**config.mk**
```make
export PLATFORM = sky130hd
export DESIGN_NAME = sdi_tx_ctrl
export DESIGN_NICKNAME = d
export VERILOG_FILES = /design/src/sdi_tx_ctrl_pkg.sv /design/src/sdi_tx_ctrl.sv
export SDC_FILE = /design/constraint.sdc
export NUM_CORES = 1
export LEC_CHECK = 0
export BUFFER_PORTS_ARGS = -buffer_cell sky130_fd_sc_hd__buf_2
export CORE_MARGIN = 2
export CORE_UTILIZATION = 50
export CTS_CLUSTER_SIZE = 20
export DETAILED_ROUTE_END_ITERATION = 8
export GPL_TIMING_DRIVEN = 0
export PLACE_DENSITY = 0.84
export SLEW_MARGIN = 20
export SYNTH_ARGS = -nofsm -noshare
export SYNTH_HDL_FRONTEND = slang
export SYNTH_SLANG_ARGS = --single-unit
```
**constraint.sdc**
```tcl
create_clock -name core_clk -period 3.45 [get_ports core_clk]
set_input_delay 0.5175 -clock core_clk [delete_from_list [all_inputs] [get_ports core_clk]]
set_output_delay 0.5175 -clock core_clk [all_outputs]
set_load 0.005 [all_outputs]
```
**src/sdi_tx_ctrl_pkg.sv**
```systemverilog
// Package for the transmit-side transceiver control block.
// Assumes a single fixed-frequency control clock; no bus, plain ports.
package sdi_tx_ctrl_pkg;
   // Nominal control clock, hertz
   localparam int unsigned CONTROL_CLOCK_HZ = 27000000;
   // Top bit index of the analog reset delay counter
   localparam int unsigned ANALOG_RESET_DELAY_TOP_BIT = 15;
   // Width of the lock delay counter
   localparam int unsigned LOCK_DELAY_COUNTER_WIDTH = 4;
   // Clock source selects for low and high divisor select
   localparam logic [1:0] CLKSEL_DIV_LOW = 2'h3;
   localparam logic [1:0] CLKSEL_DIV_HIGH = 2'h0;
   // Settle time between transmit reset release and user-ready, in nanoseconds
   localparam int unsigned USER_READY_SETTLE_NS = 500;
   localparam int unsigned USER_READY_SETTLE_CYC =
      (USER_READY_SETTLE_NS * (CONTROL_CLOCK_HZ / 1000) + 999999) / 1000000;
   localparam int unsigned TX_DATA_WIDTH = 20;
   localparam int unsigned TX_RATE_WIDTH = 3;
   localparam int unsigned CFG_DATA_WIDTH = 16;
   localparam logic [2:0] TX_RATE_RESET = 3'h0;
   localparam logic [15:0] CFG_DATA_RESET = 16'h0000;

   typedef struct packed {
      logic [CFG_DATA_WIDTH-1:0] wdata;
      logic en;
      logic we;
   } cfg_port_s;

   typedef enum logic [1:0] {
      ST_WAIT_LOCK = 2'b00,
      ST_LOCK_DELAY = 2'b01,
      ST_SETTLE = 2'b10,
      ST_RUN = 2'b11
   } seq_state_e;
endpackage : sdi_tx_ctrl_pkg

```
**src/sdi_tx_ctrl.sv**
```systemverilog
// Transmit-side transceiver control: reset sequencing, rate and clock
// source selection, data and configuration port registers.
// Assumes PLL reset/lock arrive asynchronous; all other inputs on core_clk.
`timescale 1ns/1ps
module sdi_tx_ctrl
   import sdi_tx_ctrl_pkg::*;
#(
   parameter int unsigned control_clock_hz = CONTROL_CLOCK_HZ,
   parameter int unsigned analog_reset_delay_top_bit = ANALOG_RESET_DELAY_TOP_BIT,
   parameter int unsigned lock_delay_counter_width = LOCK_DELAY_COUNTER_WIDTH,
   parameter logic [1:0] clksel_div_low = CLKSEL_DIV_LOW,
   parameter logic [1:0] clksel_div_high = CLKSEL_DIV_HIGH
) (
   input wire logic core_clk,
   input wire logic rst,
   input wire logic pll_reset,
   input wire logic pll_locked,
   input wire logic rate_div_sel,
   input wire logic [TX_RATE_WIDTH-1:0] rate_sel,
   input wire logic [TX_DATA_WIDTH-1:0] data_in,
   input wire sdi_tx_ctrl_pkg::cfg_port_s cfg_in,
   output logic [TX_DATA_WIDTH-1:0] tx_data,
   output logic tx_reset,
   output logic tx_user_ready,
   output logic tx_analog_reset,
   output logic [TX_RATE_WIDTH-1:0] tx_rate,
   output logic [1:0] tx_clk_sel,
   output sdi_tx_ctrl_pkg::cfg_port_s cfg_out,
   output logic tx_ready
);
   import sdi_tx_ctrl_pkg::*;

   localparam int unsigned SETTLE_CYC_RAW =
      (USER_READY_SETTLE_NS * (control_clock_hz / 1000) + 999999) / 1000000;
   localparam int unsigned SETTLE_CYC = (SETTLE_CYC_RAW < 1) ? 1 : SETTLE_CYC_RAW;
   localparam logic [7:0] SETTLE_LAST = 8'(SETTLE_CYC - 1);

   logic [1:0] rst_sync_q;
   logic [1:0] lock_sync_q;
   logic pll_reset_s;
   logic pll_locked_s;
   seq_state_e state_q;
   logic [lock_delay_counter_width-1:0] lock_cnt_q;
   logic [7:0] settle_cnt_q;
   logic [analog_reset_delay_top_bit:0] pma_cnt_q;
   logic div_sel_q;
   logic restart;
   logic lock_done;
   logic settle_done;

   // Asynchronous pins pass two stages before use
   // Reset stage starts high so nothing runs before the PLL is seen
   always_ff @(posedge core_clk or posedge rst) begin
      if (rst) begin
         rst_sync_q <= 2'h3;
      end else begin
         rst_sync_q <= {rst_sync_q[0], pll_reset};
      end
   end

   always_ff @(posedge core_clk or posedge rst) begin
      if (rst) begin
         lock_sync_q <= 2'h0;
      end else begin
         lock_sync_q <= {lock_sync_q[0], pll_locked};
      end
   end
   assign pll_reset_s = rst_sync_q[1];
   assign pll_locked_s = lock_sync_q[1];

   // Lost lock or PLL reset restarts from scratch
   assign restart = pll_reset_s || !pll_locked_s;
   assign lock_done = &lock_cnt_q;
   assign settle_done = (settle_cnt_q == SETTLE_LAST);

   always_ff @(posedge core_clk or posedge rst) begin
      if (rst) begin
         state_q <= ST_WAIT_LOCK;
      end else if (restart) begin
         state_q <= ST_WAIT_LOCK;
      end else begin
         case (state_q)
            ST_WAIT_LOCK: begin
               state_q <= ST_LOCK_DELAY;
            end
            ST_LOCK_DELAY: begin
               if (lock_done) begin
                  state_q <= ST_SETTLE;
               end
            end
            ST_SETTLE: begin
               if (settle_done) begin
                  state_q <= ST_RUN;
               end
            end
            ST_RUN: begin
               state_q <= ST_RUN;
            end
            default: begin
               state_q <= ST_WAIT_LOCK;
            end
         endcase
      end
   end

   always_ff @(posedge core_clk or posedge rst) begin
      if (rst) begin
         lock_cnt_q <= '0;
      end else if (restart || state_q == ST_WAIT_LOCK) begin
         lock_cnt_q <= '0;
      end else if (state_q == ST_LOCK_DELAY && !lock_done) begin
         lock_cnt_q <= lock_cnt_q + 1'b1;
      end
   end

   // Settle counter between reset release and user-ready
   always_ff @(posedge core_clk or posedge rst) begin
      if (rst) begin
         settle_cnt_q <= 8'h00;
      end else if (restart) begin
         settle_cnt_q <= 8'h00;
      end else if (state_q == ST_SETTLE && !settle_done) begin
         settle_cnt_q <= settle_cnt_q + 8'h01;
      end
   end

   // Transmit reset released after lock delay
   always_ff @(posedge core_clk or posedge rst) begin
      if (rst) begin
         tx_reset <= 1'b1;
      end else if (restart) begin
         tx_reset <= 1'b1;
      end else if (state_q == ST_LOCK_DELAY && lock_done) begin
         tx_reset <= 1'b0;
      end
   end

   always_ff @(posedge core_clk or posedge rst) begin
      if (rst) begin
         tx_user_ready <= 1'b0;
      end else if (restart) begin
         tx_user_ready <= 1'b0;
      end else if (state_q == ST_SETTLE && settle_done) begin
         tx_user_ready <= 1'b1;
      end
   end

   // Ready drops while the analog side is held in reset
   always_ff @(posedge core_clk or posedge rst) begin
      if (rst) begin
         tx_ready <= 1'b0;
      end else if (restart) begin
         tx_ready <= 1'b0;
      end else if (state_q == ST_RUN) begin
         tx_ready <= ~tx_analog_reset;
      end
   end

   // Previous divisor select, to spot a source change
   always_ff @(posedge core_clk or posedge rst) begin
      if (rst) begin
         div_sel_q <= 1'b0;
      end else begin
         div_sel_q <= rate_div_sel;
      end
   end

   always_ff @(posedge core_clk or posedge rst) begin
      if (rst) begin
         tx_clk_sel <= clksel_div_low;
      end else begin
         tx_clk_sel <= rate_div_sel ? clksel_div_high : clksel_div_low;
      end
   end

   // Analog reset held for full delay after source change
   always_ff @(posedge core_clk or posedge rst) begin
      if (rst) begin
         pma_cnt_q <= '0;
         tx_analog_reset <= 1'b0;
      end else if (div_sel_q != rate_div_sel) begin
         pma_cnt_q <= '0;
         tx_analog_reset <= 1'b1;
      end else if (tx_analog_reset) begin
         if (pma_cnt_q[analog_reset_delay_top_bit]) begin
            tx_analog_reset <= 1'b0;
         end else begin
            pma_cnt_q <= pma_cnt_q + 1'b1;
         end
      end
   end

   always_ff @(posedge core_clk or posedge rst) begin
      if (rst) begin
         tx_data <= '0;
      end else begin
         tx_data <= data_in;
      end
   end

   always_ff @(posedge core_clk or posedge rst) begin
      if (rst) begin
         tx_rate <= TX_RATE_RESET;
      end else begin
         tx_rate <= rate_sel;
      end
   end

   // Configuration write, write gated by enable
   always_ff @(posedge core_clk or posedge rst) begin
      if (rst) begin
         cfg_out <= '{wdata: CFG_DATA_RESET, en: 1'b0, we: 1'b0};
      end else begin
         cfg_out <= '{wdata: cfg_in.wdata, en: cfg_in.en, we: cfg_in.en & cfg_in.we};
      end
   end
endmodule : sdi_tx_ctrl

```
* After elaboration in Yosys (flattened, before gate mapping)
Cells that the tools add are included.
Storage, ports and cells: bits in read-only memories 0, register bits 82, output and inout bits 47, memories 0, bits in writable memories 0, bits in latches 0, input port bits 46
Operators by class: bitwise gates (word level) 2, $lt $le $gt $ge 0, eq/ne operators 8, reduce and logical (&&, ||, !) cells 19, div/mod/pow operators 0, multiplexer cells 21, multiply operators 0, shift operators 0, add/sub/neg operators 3
Operator list (number):
- two-way mux 16 bit | 3
- adder 16 x 1 -> 16 bit, second input constant | 1
- two-way mux 8 bit | 2
- nonzero test 2 bit | 6
- two-way mux 1 bit | 9
- adder 8 x 1 -> 8 bit, second input constant | 1
- equality test 8 x 4 -> 1 bit, second input constant | 1
- two-way mux 2 bit | 4
- two-way mux 4 bit | 2
- case mux 2 bit (4 select lines) | 1
- != test 3 bit, second input constant | 2
- adder 4 x 1 -> 4 bit, second input constant | 1
- equality test 2 bit, second input constant | 2
- logical AND 1 bit | 4
- AND reduction 2 bit | 2
- AND reduction 4 bit | 1
- zero test 1 bit | 3
- equality test 2 x 1 -> 1 bit, second input constant | 1
- zero test 2 bit | 1
- logical OR 1 bit | 2
- != test 2 x 1 -> 1 bit, second input constant | 1
- AND 1 bit | 1
- != test 1 bit | 1
- inverter 1 bit | 1

* Longest topological paths before layout
Gate-level depths: netlist (run 1).
word-level depth 5, depth in mapped cells 6, gate-level depth less buffers 6

* Worst setup path after synthesis (run 1)
OpenSTA, ideal clock, no wires.
path kind input to register, from input rate_div_sel, to register pma_cnt_q[8], stages on the path 4, library setup time 0.101 ns, arrival 1.482 ns, path slack 1.868 ns, path through xnor2_1 > a211o_1 > o31a_1 > o32ai_1
Between the ends: longest elaborated chain between the ends 3
Ends and longest elaborated chain:
- from (decl) | RTL line sdi_tx_ctrl.sv:18 | input wire logic rate_div_sel,
- != test 1 bit * | RTL line sdi_tx_ctrl.sv:181 | end else if (div_sel_q != rate_div_sel) begin
- != test 2 x 1 -> 1 bit (no source line) or nonzero test 2 bit (tied branches)
- AND reduction 2 bit (no source line)
- to (signal assigned) | RTL line sdi_tx_ctrl.sv:188 | pma_cnt_q <= pma_cnt_q + 1'b1;
- to (decl) | RTL line sdi_tx_ctrl.sv:45 | logic [analog_reset_delay_top_bit:0] pma_cnt_q;
Mark *: on every way between the ends. The rest lies on a longest branch, timed or not. A chain may end at the register's enable or synchronous reset.

* Worst setup path in the final report (run 1)
from register pma_cnt_q[15], to register pma_cnt_q[8]
Between the ends: longest elaborated chain between the ends 2
Ends and longest elaborated chain:
- != test 2 x 1 -> 1 bit (no source line)
- AND reduction 2 bit (no source line)
No other way between the ends.

==> out/metrics.yaml, run 1 <==
global_route:
  track_usage_pct: 19.4
  grt-ovfl-total: 0
  first_global_vias: 2192
  antenna_found_initial: 0
  grt_pass1_wl_um: 9370
  grt_max_degree: 62
timing:
  layout_worst_path_cycle_share_pct: 49.8
  grt_setup_unrepaired: "false"
  final.setup.tns_ps: 0
  fmax_mhz: 582
  post-route-min-period_ps: 1720
  finClkSkew_ps: 6.35
  hold_violations: 0
  layout_setup_ws_ps: 1730
  max_slew_margin_pct: 64.2
  setup_violations: 0
  worstMarginPinSlew_ps: 535
  drv_slew: 0
synthesis:
  ys.flop_type: "dfrtp_1"
  synth_top_family_by_area: "simple AND/OR/NAND/NOR gates"
  synth_compound_area_share_pct: 7.73
  synth_area_leader_cell: "dfrtp_1"
  syn_inst: 229
  synth-simple-area-share_pct: 14.1
  synth_mux_area_share_pct: 0.386
  syn_nets: 279
  ys_seq_area_share_pct: 69.7
  synthAdderAreaFrac_pct: 1.72
  syn_avg_cell_area_um2: 12.7
  netlist.area_leader.share_pct: 66.1
  yosysWarnings: 0
  async_reset_ff_share_pct: 100
  synth_seq_cells: 81
  synth-edff-count: 0
  syn_area_um2: 2910
  ys_types: 40
  synth.area.top_cells: "dfrtp_1 (66%), dfstp_2 (3.6%), nor2_1 (2.8%)"
  synthXorXnorAreaFrac_pct: 4.51
worst_setup_path:
  endpoint_kind: "flop"
  cp-start-kind: "flop"
  cp.arrival_ps: 1950
  critPathKind: "reg2reg"
  crit_fanout: 9
  crit_required_ps: 3680
clocking:
  clock-sinks: 81
  cts-root-buf: "clkbuf_8"
  cts_buffer_depth: 2
  h-tree-depth: 3
  cts_tree: "built"
  cts.clk_slew.worst_paths_ps: 80
  holdBufCountCts: 0
  postCtsSetupBuffers: 0
  ctsResizeCount: 0
  numCtsBuffers: 9
  clock_latency_ps: 330
worst_hold_path:
  hp-class: "in2async"
floorplanning:
  start_util_pct: 52.3
  rows: 27
  boundaryPins: 93
  fp.dieH_um: 80.3
  core_area_um2: 5570
  chipWidth_um: 80.3
  dieArea_um2: 6450
drt:
  ant_nets: 0
  vias_per_cell: 5.09
  routed_wl_um: 5450
  drt-initial-drc-count: 75
  drc: 0
  firstDrtPassIters: 4
  avgRoutedWirePerCell_um: 13.3
  vias: 2088
placed_design:
  port_buffers: 92
  globalplace.congestion: 0.753
  hpwl_um: 4010
  dp_slack_ps: 1570
outcome:
  outcome: "finished, final reports clean"
power:
  power_leakage_nw: 1.72
  ir_worst_vdd_mv: 0.398
  cellPowerDensity_nw_per_um2: 478
cells_and_area:
  antennaDiodeCount: 0
  drive_above_1_share_pct: 35.8
  syn2layout_area_growth_pct: 26.4
  fin_nets: 383
job:
  maxCapViolations: 0
[metrics by stage]
step	instances	total power, mW	util [%]	hold slack [ps]	instance area [µm²]
after global placement	393	1.14	62.2	334	3460
after floorplan	229	1.08	-	331	2910
final	410	1.76	66.1	126	3680
after global routing	410	1.85	66.1	126	3680
after CTS	410	1.79	66.1	119	3680
after detailed placement	394	1.15	62.7	336	3490
[metal layers]
layer  global-route usage, %  vias up  share of wire, %  wire length [µm]
li1                        -      999                 -                 -
met3                    6.29       11               6.4               349
met2                    34.0       64                53              2880
met5                       0        -                 0                 0
met1                    20.7     1014                39              2110
met4                    10.0        0               2.1               114
[registers in the layout (all words and copies together) (netlist names)]
signal,count
cfg_out,18
div_sel_q,1
lock_cnt_q,4
lock_sync_q,2
pma_cnt_q,16
rst_sync_q,2
settle_cnt_q,8
state_q,2
tx_analog_reset,1
tx_clk_sel,1
tx_data,20
tx_rate,3
tx_ready,1
tx_reset,1
tx_user_ready,1
[power breakdown]
part	internal, mW	total [mW]	switching (mW)
Sequential	0.989	1.01	0.0207
Clock	0.304	0.630	0.326
Combinational	0.0578	0.123	0.0651
Total	1.35	1.76	0.412
[cell usage after synthesis, types with 4 or more instances]
cell type / count
a21oi_1: 14
nand3_1: 7
o21ai_0: 10
nor2_1: 22
dfstp_2: 4
nand4_1: 7
xor2_1: 9
clkbuf_1: 4
xnor2_1: 6
nand2_1: 15
or3_1: 6
inv_1: 5
dfrtp_1: 77
nand2b_1: 5
ha_1: 4
[cell type report]
class	instances	area [µm²]
clock inverter	5	38.8
sequential	81	2030
multi-input combinational	137	830
inverter	5	21.3
buffer	6	33.8
clock buffer	11	151
timing repair buffer	93	488
fill	463	1890
tap	72	90.1
[cell usage in the layout, fill, tap and decap left out, drive strengths merged, types with 4 or more instances in the layout]
cell	synthesis	layout
o21ai	10	10
nand2	15	15
nor2	22	22
xor2	9	9
nand2b	5	5
nand4	7	7
dfrtp	77	77
a21oi	14	14
ha	4	4
xnor2	6	6
clkbuf	4	15
nand3	7	7
or3	7	7
dfstp	4	4
inv	5	6
buf	2	95
[logic make-up (layout without fill, tap and decap cells)]
| family | count (synthesis) | after routing |
|---|---|---|
| flip-flops | 81 | 81 |
| buffers and inverters | 11 | 120 |
| AO/OA/AOI/OAI | 37 | 37 |
| AND/OR/NAND/NOR | 80 | 80 |
| multiplexers | 1 | 1 |
| adder cells (fa/ha/maj) | 4 | 4 |
| XOR/XNOR | 15 | 15 |
[worst max-delay path, stage by stage (launching register included)]
cell	delay, ps
dfrtp_1	410
nand2b_1	160
buf_6	130
a211o_1	390
o31a_1	310
o32ai_1	210
[worst paths after layout]
| kind | from | end | slack, ps | depth (start not counted) |
|---|---|---|---|---|
| min in group core_clk | pll_reset | rst_sync_q[0] | 280 | 1 |
| worst max-delay path | pma_cnt_q[15] | pma_cnt_q[8] | 1730 | 5 |
| worst min-delay path | rst | tx_data[12] | 130 | 2 |
| worst max register to register | pma_cnt_q[15] | pma_cnt_q[8] | 1730 | 5 |
| worst min register to register | lock_sync_q[0] | lock_sync_q[1] | 350 | 0 |
| max in group asynchronous | rst | tx_clk_sel[0] | 2710 | 3 |
(Power assumes the default switching activity.)
==> inputs of run 2 (changes only) <==
Settings changed: ABC_AREA from default to 1, CORE_UTILIZATION 50 to 46, PLACE_DENSITY 0.84 to 0.8.
Clock period 3.45 ns to 1.4 ns, I/O delays scaled along.
==> out/metrics.yaml, run 2 <==
worst_setup_path:
  timing.rr.start: "pma_cnt_q[1]"
  max_stage_delay_ps: 420
  critPathKind: "reg2reg"
  cp.arrival_ps: 1580
  path_delay_family: "simple AND/OR/NAND/NOR gates"
  crit_fanout: 5
  regToRegEndpoint: "pma_cnt_q[13]"
  path_cells: "buf_4, nand3_2, nor2_4, nand2_1, o21bai_1, nand2_1, nand2_1, inv_1"
  crit_required_ps: 1650
  endpoint_kind: "flop"
  rr_worst_depth: 8
  cp-start-kind: "flop"
  r2r_slack_ps: 60
  worst-path-buf-inv: 2
  critPathMostFrequentCell: "nand2_1"
  startpoint: "pma_cnt_q[1]"
  slowest_stage: "dfrtp_1"
cells_and_area:
  largest_reg_flops: 20
  top_regs: "tx_data: 20 flops, cfg_out: 18 flops, pma_cnt_q: 16 flops"
  drive_above_1_share_pct: 33.1
  syn2layout_area_growth_pct: 42.7
  post-route-util_pct: 67.3
  instances_no_fill: 552
  layout_commonest_cell: "buf_2"
  regMostFlops: "tx_data"
  final_area_um2: 4550
  nFillCells: 533
  final_cell_mix: "buf_2 (93), dfrtp_1 (76), nand2_1 (75)"
  antennaDiodeCount: 0
  fin_nets: 517
clocking:
  clock-sinks: 81
  h-tree-depth: 3
  cts_buffer_depth: 2
  clock_latency_ps: 350
  numCtsBuffers: 9
  cts.clk_slew.worst_paths_ps: 80
  cts-root-buf: "clkbuf_8"
  cts_tree: "built"
timing:
  final.setup.tns_ps: 0
  grt_setup_unrepaired: "true"
  finClkSkew_ps: 6.19
  max_slew_margin_pct: 64.0
  hold_violations: 0
  drv_slew: 0
  fin_hold_ws_ps: 10.0
  layout_setup_ws_ps: 61.8
  setup_violations: 0
  fmax_mhz: 747
  worstMarginPinSlew_ps: 538
  layout_worst_path_cycle_share_pct: 95.6
  post-route-min-period_ps: 1340
power:
  power_mw: 4.80
  power_leakage_nw: 2.28
  p_int_mw: 3.72
  cellPowerDensity_nw_per_um2: 1060
  power.switching_mw: 1.08
  switching_share_pct: 22.6
  clkPwrFrac_pct: 38.9
  combinationalPowerShare_pct: 9.4
  ir_worst_vdd_mv: 0.917
  seqPwrFrac_pct: 51.7
placed_design:
  hpwl_um: 4640
  port_buffers: 92
  globalplace.congestion: 0.888
  placed_area_um2: 3790
  numPlacedInstances: 488
  dp_slack_ps: -48.4
synthesis:
  yosysMostFrequentCell: "dfrtp_1"
  synthTopCellsByCount: "dfrtp_1 (77), nand2_1 (76), inv_1 (34)"
  netlist.area_leader.share_pct: 60.5
  syn_area_um2: 3190
  synth-edff-count: 0
  ys_seq_area_share_pct: 63.8
  syn_avg_cell_area_um2: 10.1
  async_reset_ff_share_pct: 100
  yosysWarnings: 0
  synth.area.top_cells: "dfrtp_1 (60%), nand2_1 (9.0%), inv_1 (4.0%)"
  syn_nets: 364
  ys_types: 28
  synth_seq_cells: 81
  ys.flop_type: "dfrtp_1"
  synth_area_leader_cell: "dfrtp_1"
  syn_inst: 314
global_route:
  track_usage_pct: 21.7
  grt_pass1_wl_um: 12600
  grt_max_degree: 31
  antenna_found_initial: 0
  grt-ovfl-total: 0
  first_global_vias: 2669
drt:
  drc: 0
  ant_nets: 0
  routed_wl_um: 7500
  firstDrtPassIters: 4
  avgRoutedWirePerCell_um: 13.6
  drt-initial-drc-count: 160
  vias: 2669
  vias_per_cell: 4.84
floorplanning:
  start_util_pct: 47.1
  fp.dieH_um: 87.2
  chipWidth_um: 87.2
  dieArea_um2: 7610
  rows: 30
  core_area_um2: 6760
  boundaryPins: 93
worst_hold_path:
  worst_hold_path.num_cells: 2
  hp-class: "in2reg"
  hold_start: "rate_div_sel"
  hold_path_end: "tx_clk_sel[0]"
outcome:
  outcome: "finished, final reports clean"
job:
  maxCapViolations: 0
-- run 2: cell types whose count changed after synthesis, sizes merged, moves of 3 or more --
cell / delta
a211oi: -3
clkbuf: -4
inv: +36
nand2: +67
nand2b: -5
nand3: +13
nor2: +15
o211ai: -3
or3: -7
xnor2: -6
xor2: -5
-- run 2: worst reg2reg max path, delay by kind of cell (launching register included) --
family,cells,cell delay (ps)
AND/OR/NAND/NOR,5,510
flip-flops,1,420
AO/OA/AOI/OAI,1,120
buffers and inverters,2,190
-- run 2: final cells by class --
class,instances,area [µm²],share of cell area [%]
inverters,41,158,3.47
repair buffers,142,971,21.4
well taps,80,100,2.20
flip-flops and latches,81,2030,44.7
multi-input cells,189,1040,22.9
clock buffers,11,141,3.11
clock inverters,5,78.8,1.73
plain buffers,3,23.8,0.523
-- run 2: power groups by stage --
| stage | logic [mW] | clock network [mW] | registers (mW) |
|---|---|---|---|
| after detailed placement | 0.323 | 0 | 2.52 |
| after floorplan | 0.137 | 0 | 2.52 |
| after global routing | 0.499 | 2.00 | 2.49 |
| after global placement | 0.297 | 0 | 2.51 |
| final | 0.454 | 1.87 | 2.48 |
| after CTS | 0.419 | 1.89 | 2.47 |
-- run 2: logic make-up (layout without fill, tap and decap cells) --
kind of cell / count (synthesis) / after routing / share of synthesized area (%)
AO/OA/AOI/OAI: 28 / 28 / 4.87
XOR/XNOR: 4 / 4 / 1.10
adder cells (fa/ha/maj): 4 / 4 / 1.57
buffers and inverters: 44 / 202 / 5.58
flip-flops: 81 / 81 / 63.8
AND/OR/NAND/NOR: 153 / 153 / 23.1
-- run 2: repair_timing --
| action | CTS | global route |
|---|---|---|
| hold endpoints to repair | 64 | 0 |
| setup buffers | 2 | 2 |
| resized for setup | 3 | 12 |
| pin swaps | 1 | 3 |
| hold buffers | 44 | 0 |
| setup endpoints to repair | 2 | 11 |
| cloned | 0 | 0 |
-- run 2: per-layer routing --
layer  GRT usage, %  share of wire [%]  up-vias
met1           26.6                 41     1286
met5              0                  0        -
met4           7.55                2.0        0
li1               -                  -     1291
met2           36.8                 51       79
met3           6.26                5.9       13
-- run 2: how the worst max path moves through the flow --
stage	slack, ps	endpoint	cells after the start
after global routing	-20	pma_cnt_q[13]	8
final	60	pma_cnt_q[13]	8
after floorplan	160	pma_cnt_q[10]	8
after CTS	0.8	pma_cnt_q[10]	8
after detailed placement	-50	pma_cnt_q[10]	8
after global placement	-230	pma_cnt_q[1]	2
==> inputs of run 3 (changes only) <==
Settings changed: BUFFER_PORTS_ARGS -buffer_cell sky130_fd_sc_hd__buf_2 to -buffer_cell sky130_fd_sc_hd__buf_4, PLACE_DENSITY 0.8 to 0.84, SETUP_SLACK_MARGIN from default to 0.3.
==> out/metrics.yaml, run 3 (same netlist as run 2, synthesis figures left out) <==
power:
  power_leakage_nw: 2.64
  clkPwrFrac_pct: 34.8
  cellPowerDensity_nw_per_um2: 894
  ir_worst_vdd_mv: 0.884
  power.switching_mw: 1.37
  seqPwrFrac_pct: 51.0
  switching_share_pct: 27.7
  combinationalPowerShare_pct: 14.3
  p_int_mw: 3.55
cells_and_area:
  largest_reg_flops: 20
  final_area_um2: 5500
  layout_commonest_cell: "buf_4"
  fin_nets: 555
  final_cell_mix: "buf_4 (85), dfrtp_1 (70), nand2_1 (52)"
  syn2layout_area_growth_pct: 72.8
  post-route-util_pct: 81.5
  antennaDiodeCount: 0
  regMostFlops: "tx_data"
  top_regs: "tx_data: 20 flops, cfg_out: 18 flops, pma_cnt_q: 16 flops"
  drive_above_1_share_pct: 50.2
worst_setup_path:
  cp.arrival_ps: 1800
  crit_required_ps: 1670
  slowest_stage: "dfrtp_1"
  endpoint_kind: "flop"
  critPathMostFrequentCell: "nand2_1"
  cp-start-kind: "flop"
  critPathKind: "reg2reg"
  path_delay_family: "simple AND/OR/NAND/NOR gates"
  max_stage_delay_ps: 420
  worst-path-buf-inv: 1
  crit_fanout: 4
  path_cells: "nand2_1, nor2_1, nand2_1, o21bai_1, nand2_1, nand2_1, inv_1"
drt:
  vias_per_cell: 5.45
  drt-initial-drc-count: 383
  drc: 0
  dr_wl_met2_um: 6330
  wl_met1_um: 3760
  vias: 3216
  avgRoutedWirePerCell_um: 19.7
  wl_met3_um: 793
  firstDrtPassIters: 6
  ant_nets: 0
  top_layer: "met4"
  routed_wl_um: 11600
floorplanning:
  fp.dieH_um: 87.2
  core_area_um2: 6760
  start_util_pct: 47.1
  boundaryPins: 93
  rows: 30
  dieArea_um2: 7610
  chipWidth_um: 87.2
clocking:
  cts_buffer_depth: 2
  cts_tree: "built"
  numCtsBuffers: 9
  h-tree-depth: 3
  cts.clk_slew.worst_paths_ps: 100
  holdBufCountCts: 44
  clock_latency_ps: 380
  clock-sinks: 81
  cts-root-buf: "clkbuf_8"
timing:
  grt_setup_unrepaired: "true"
  worstMarginPinSlew_ps: 683
  post-route-min-period_ps: 1530
  drv_slew: 0
  layout_worst_path_cycle_share_pct: 109
  max_slew_margin_pct: 54.4
  hold_violations: 29
  finClkSkew_ps: 17.2
  setup_violations: 3
  fmax_mhz: 653
  layout_setup_ws_ps: -130
  fin_hold_ws_ps: -69.1
global_route:
  antenna_found_initial: 0
  grt_pass1_wl_um: 15900
  track_usage_pct: 28.2
  first_global_vias: 3267
  grt-ovfl-total: 0
  grt_max_degree: 31
worst_hold_path:
  hp-class: "in2async"
placed_design:
  hpwl_um: 5140
  globalplace.congestion: 0.809
  port_buffers: 92
  placed_area_um2: 4070
outcome:
  violations: "hold timing, setup timing"
  outcome: "complete, but fails checks"
job:
  maxCapViolations: 0
## run 3: cell count changes in the layout (fill, tap and decap cells not counted), sizes merged
cell	change
clkbuf	-1
bufinv	-2
buf	+38
clkinvlp	+1
inv	+3
clkinv	-1
## run 3: timing repair
action | CTS | global route
setup endpoints to repair | 33 | 68
endpoints found under the hold margin | 73 | 15
cloned | 1 | 0
pin swaps | 18 | 31
buffers inserted | 31 | 10
resized for setup | 40 | 95
## run 3: per-stage QoR
stage                     TNS (ps)  cells  power, mW  setup slack (ps)
after global routing          -246    590       5.07             -92.4
after floorplan                  0    314       2.67               201
after detailed placement         0    488       2.92              52.5
after global placement      -17100    486       2.89              -226
after CTS                        0    580       4.72               114
final                         -186    590       4.92              -130
## run 3: power by group through the flow
stage                     sequential, mW  clock, mW  combinational [mW]
after floorplan                     2.52          0               0.142
after global placement              2.52          0               0.373
after detailed placement            2.52          0               0.401
after CTS                           2.48       1.65               0.585
after global routing                2.51       1.80               0.751
final                               2.51       1.71               0.702
## run 3: final cells by class
class,instances,area [µm²]
multi-input cells,189,1320
fillers,319,1250
clock buffers,10,138
well taps,80,100
repair buffers,180,1660
clock inverters,6,50.0
flip-flops and latches,81,2040
plain buffers,3,33.8
inverters,41,163
## run 3: per-layer routing
layer	GRT usage, %	vias to the layer above
li1	-	1374
met1	27.9	1573
met2	53.9	201
met3	5.78	68
met4	15.7	0
met5	0	-
## run 3: worst paths after layout
kind	startpoint	end	cells after the start	slack, ps
max	pma_cnt_q[12]	pma_cnt_q[13]	7	-130
min in group core_clk	cfg_in[0]	cfg_out[0]	3	30
max in group asynchronous	rst	tx_reset	4	610
max reg2reg	pma_cnt_q[12]	pma_cnt_q[13]	7	-130
min reg2reg	rst_sync_q[0]	rst_sync_q[1]	0	380
min	rst	cfg_out[17]	2	-70
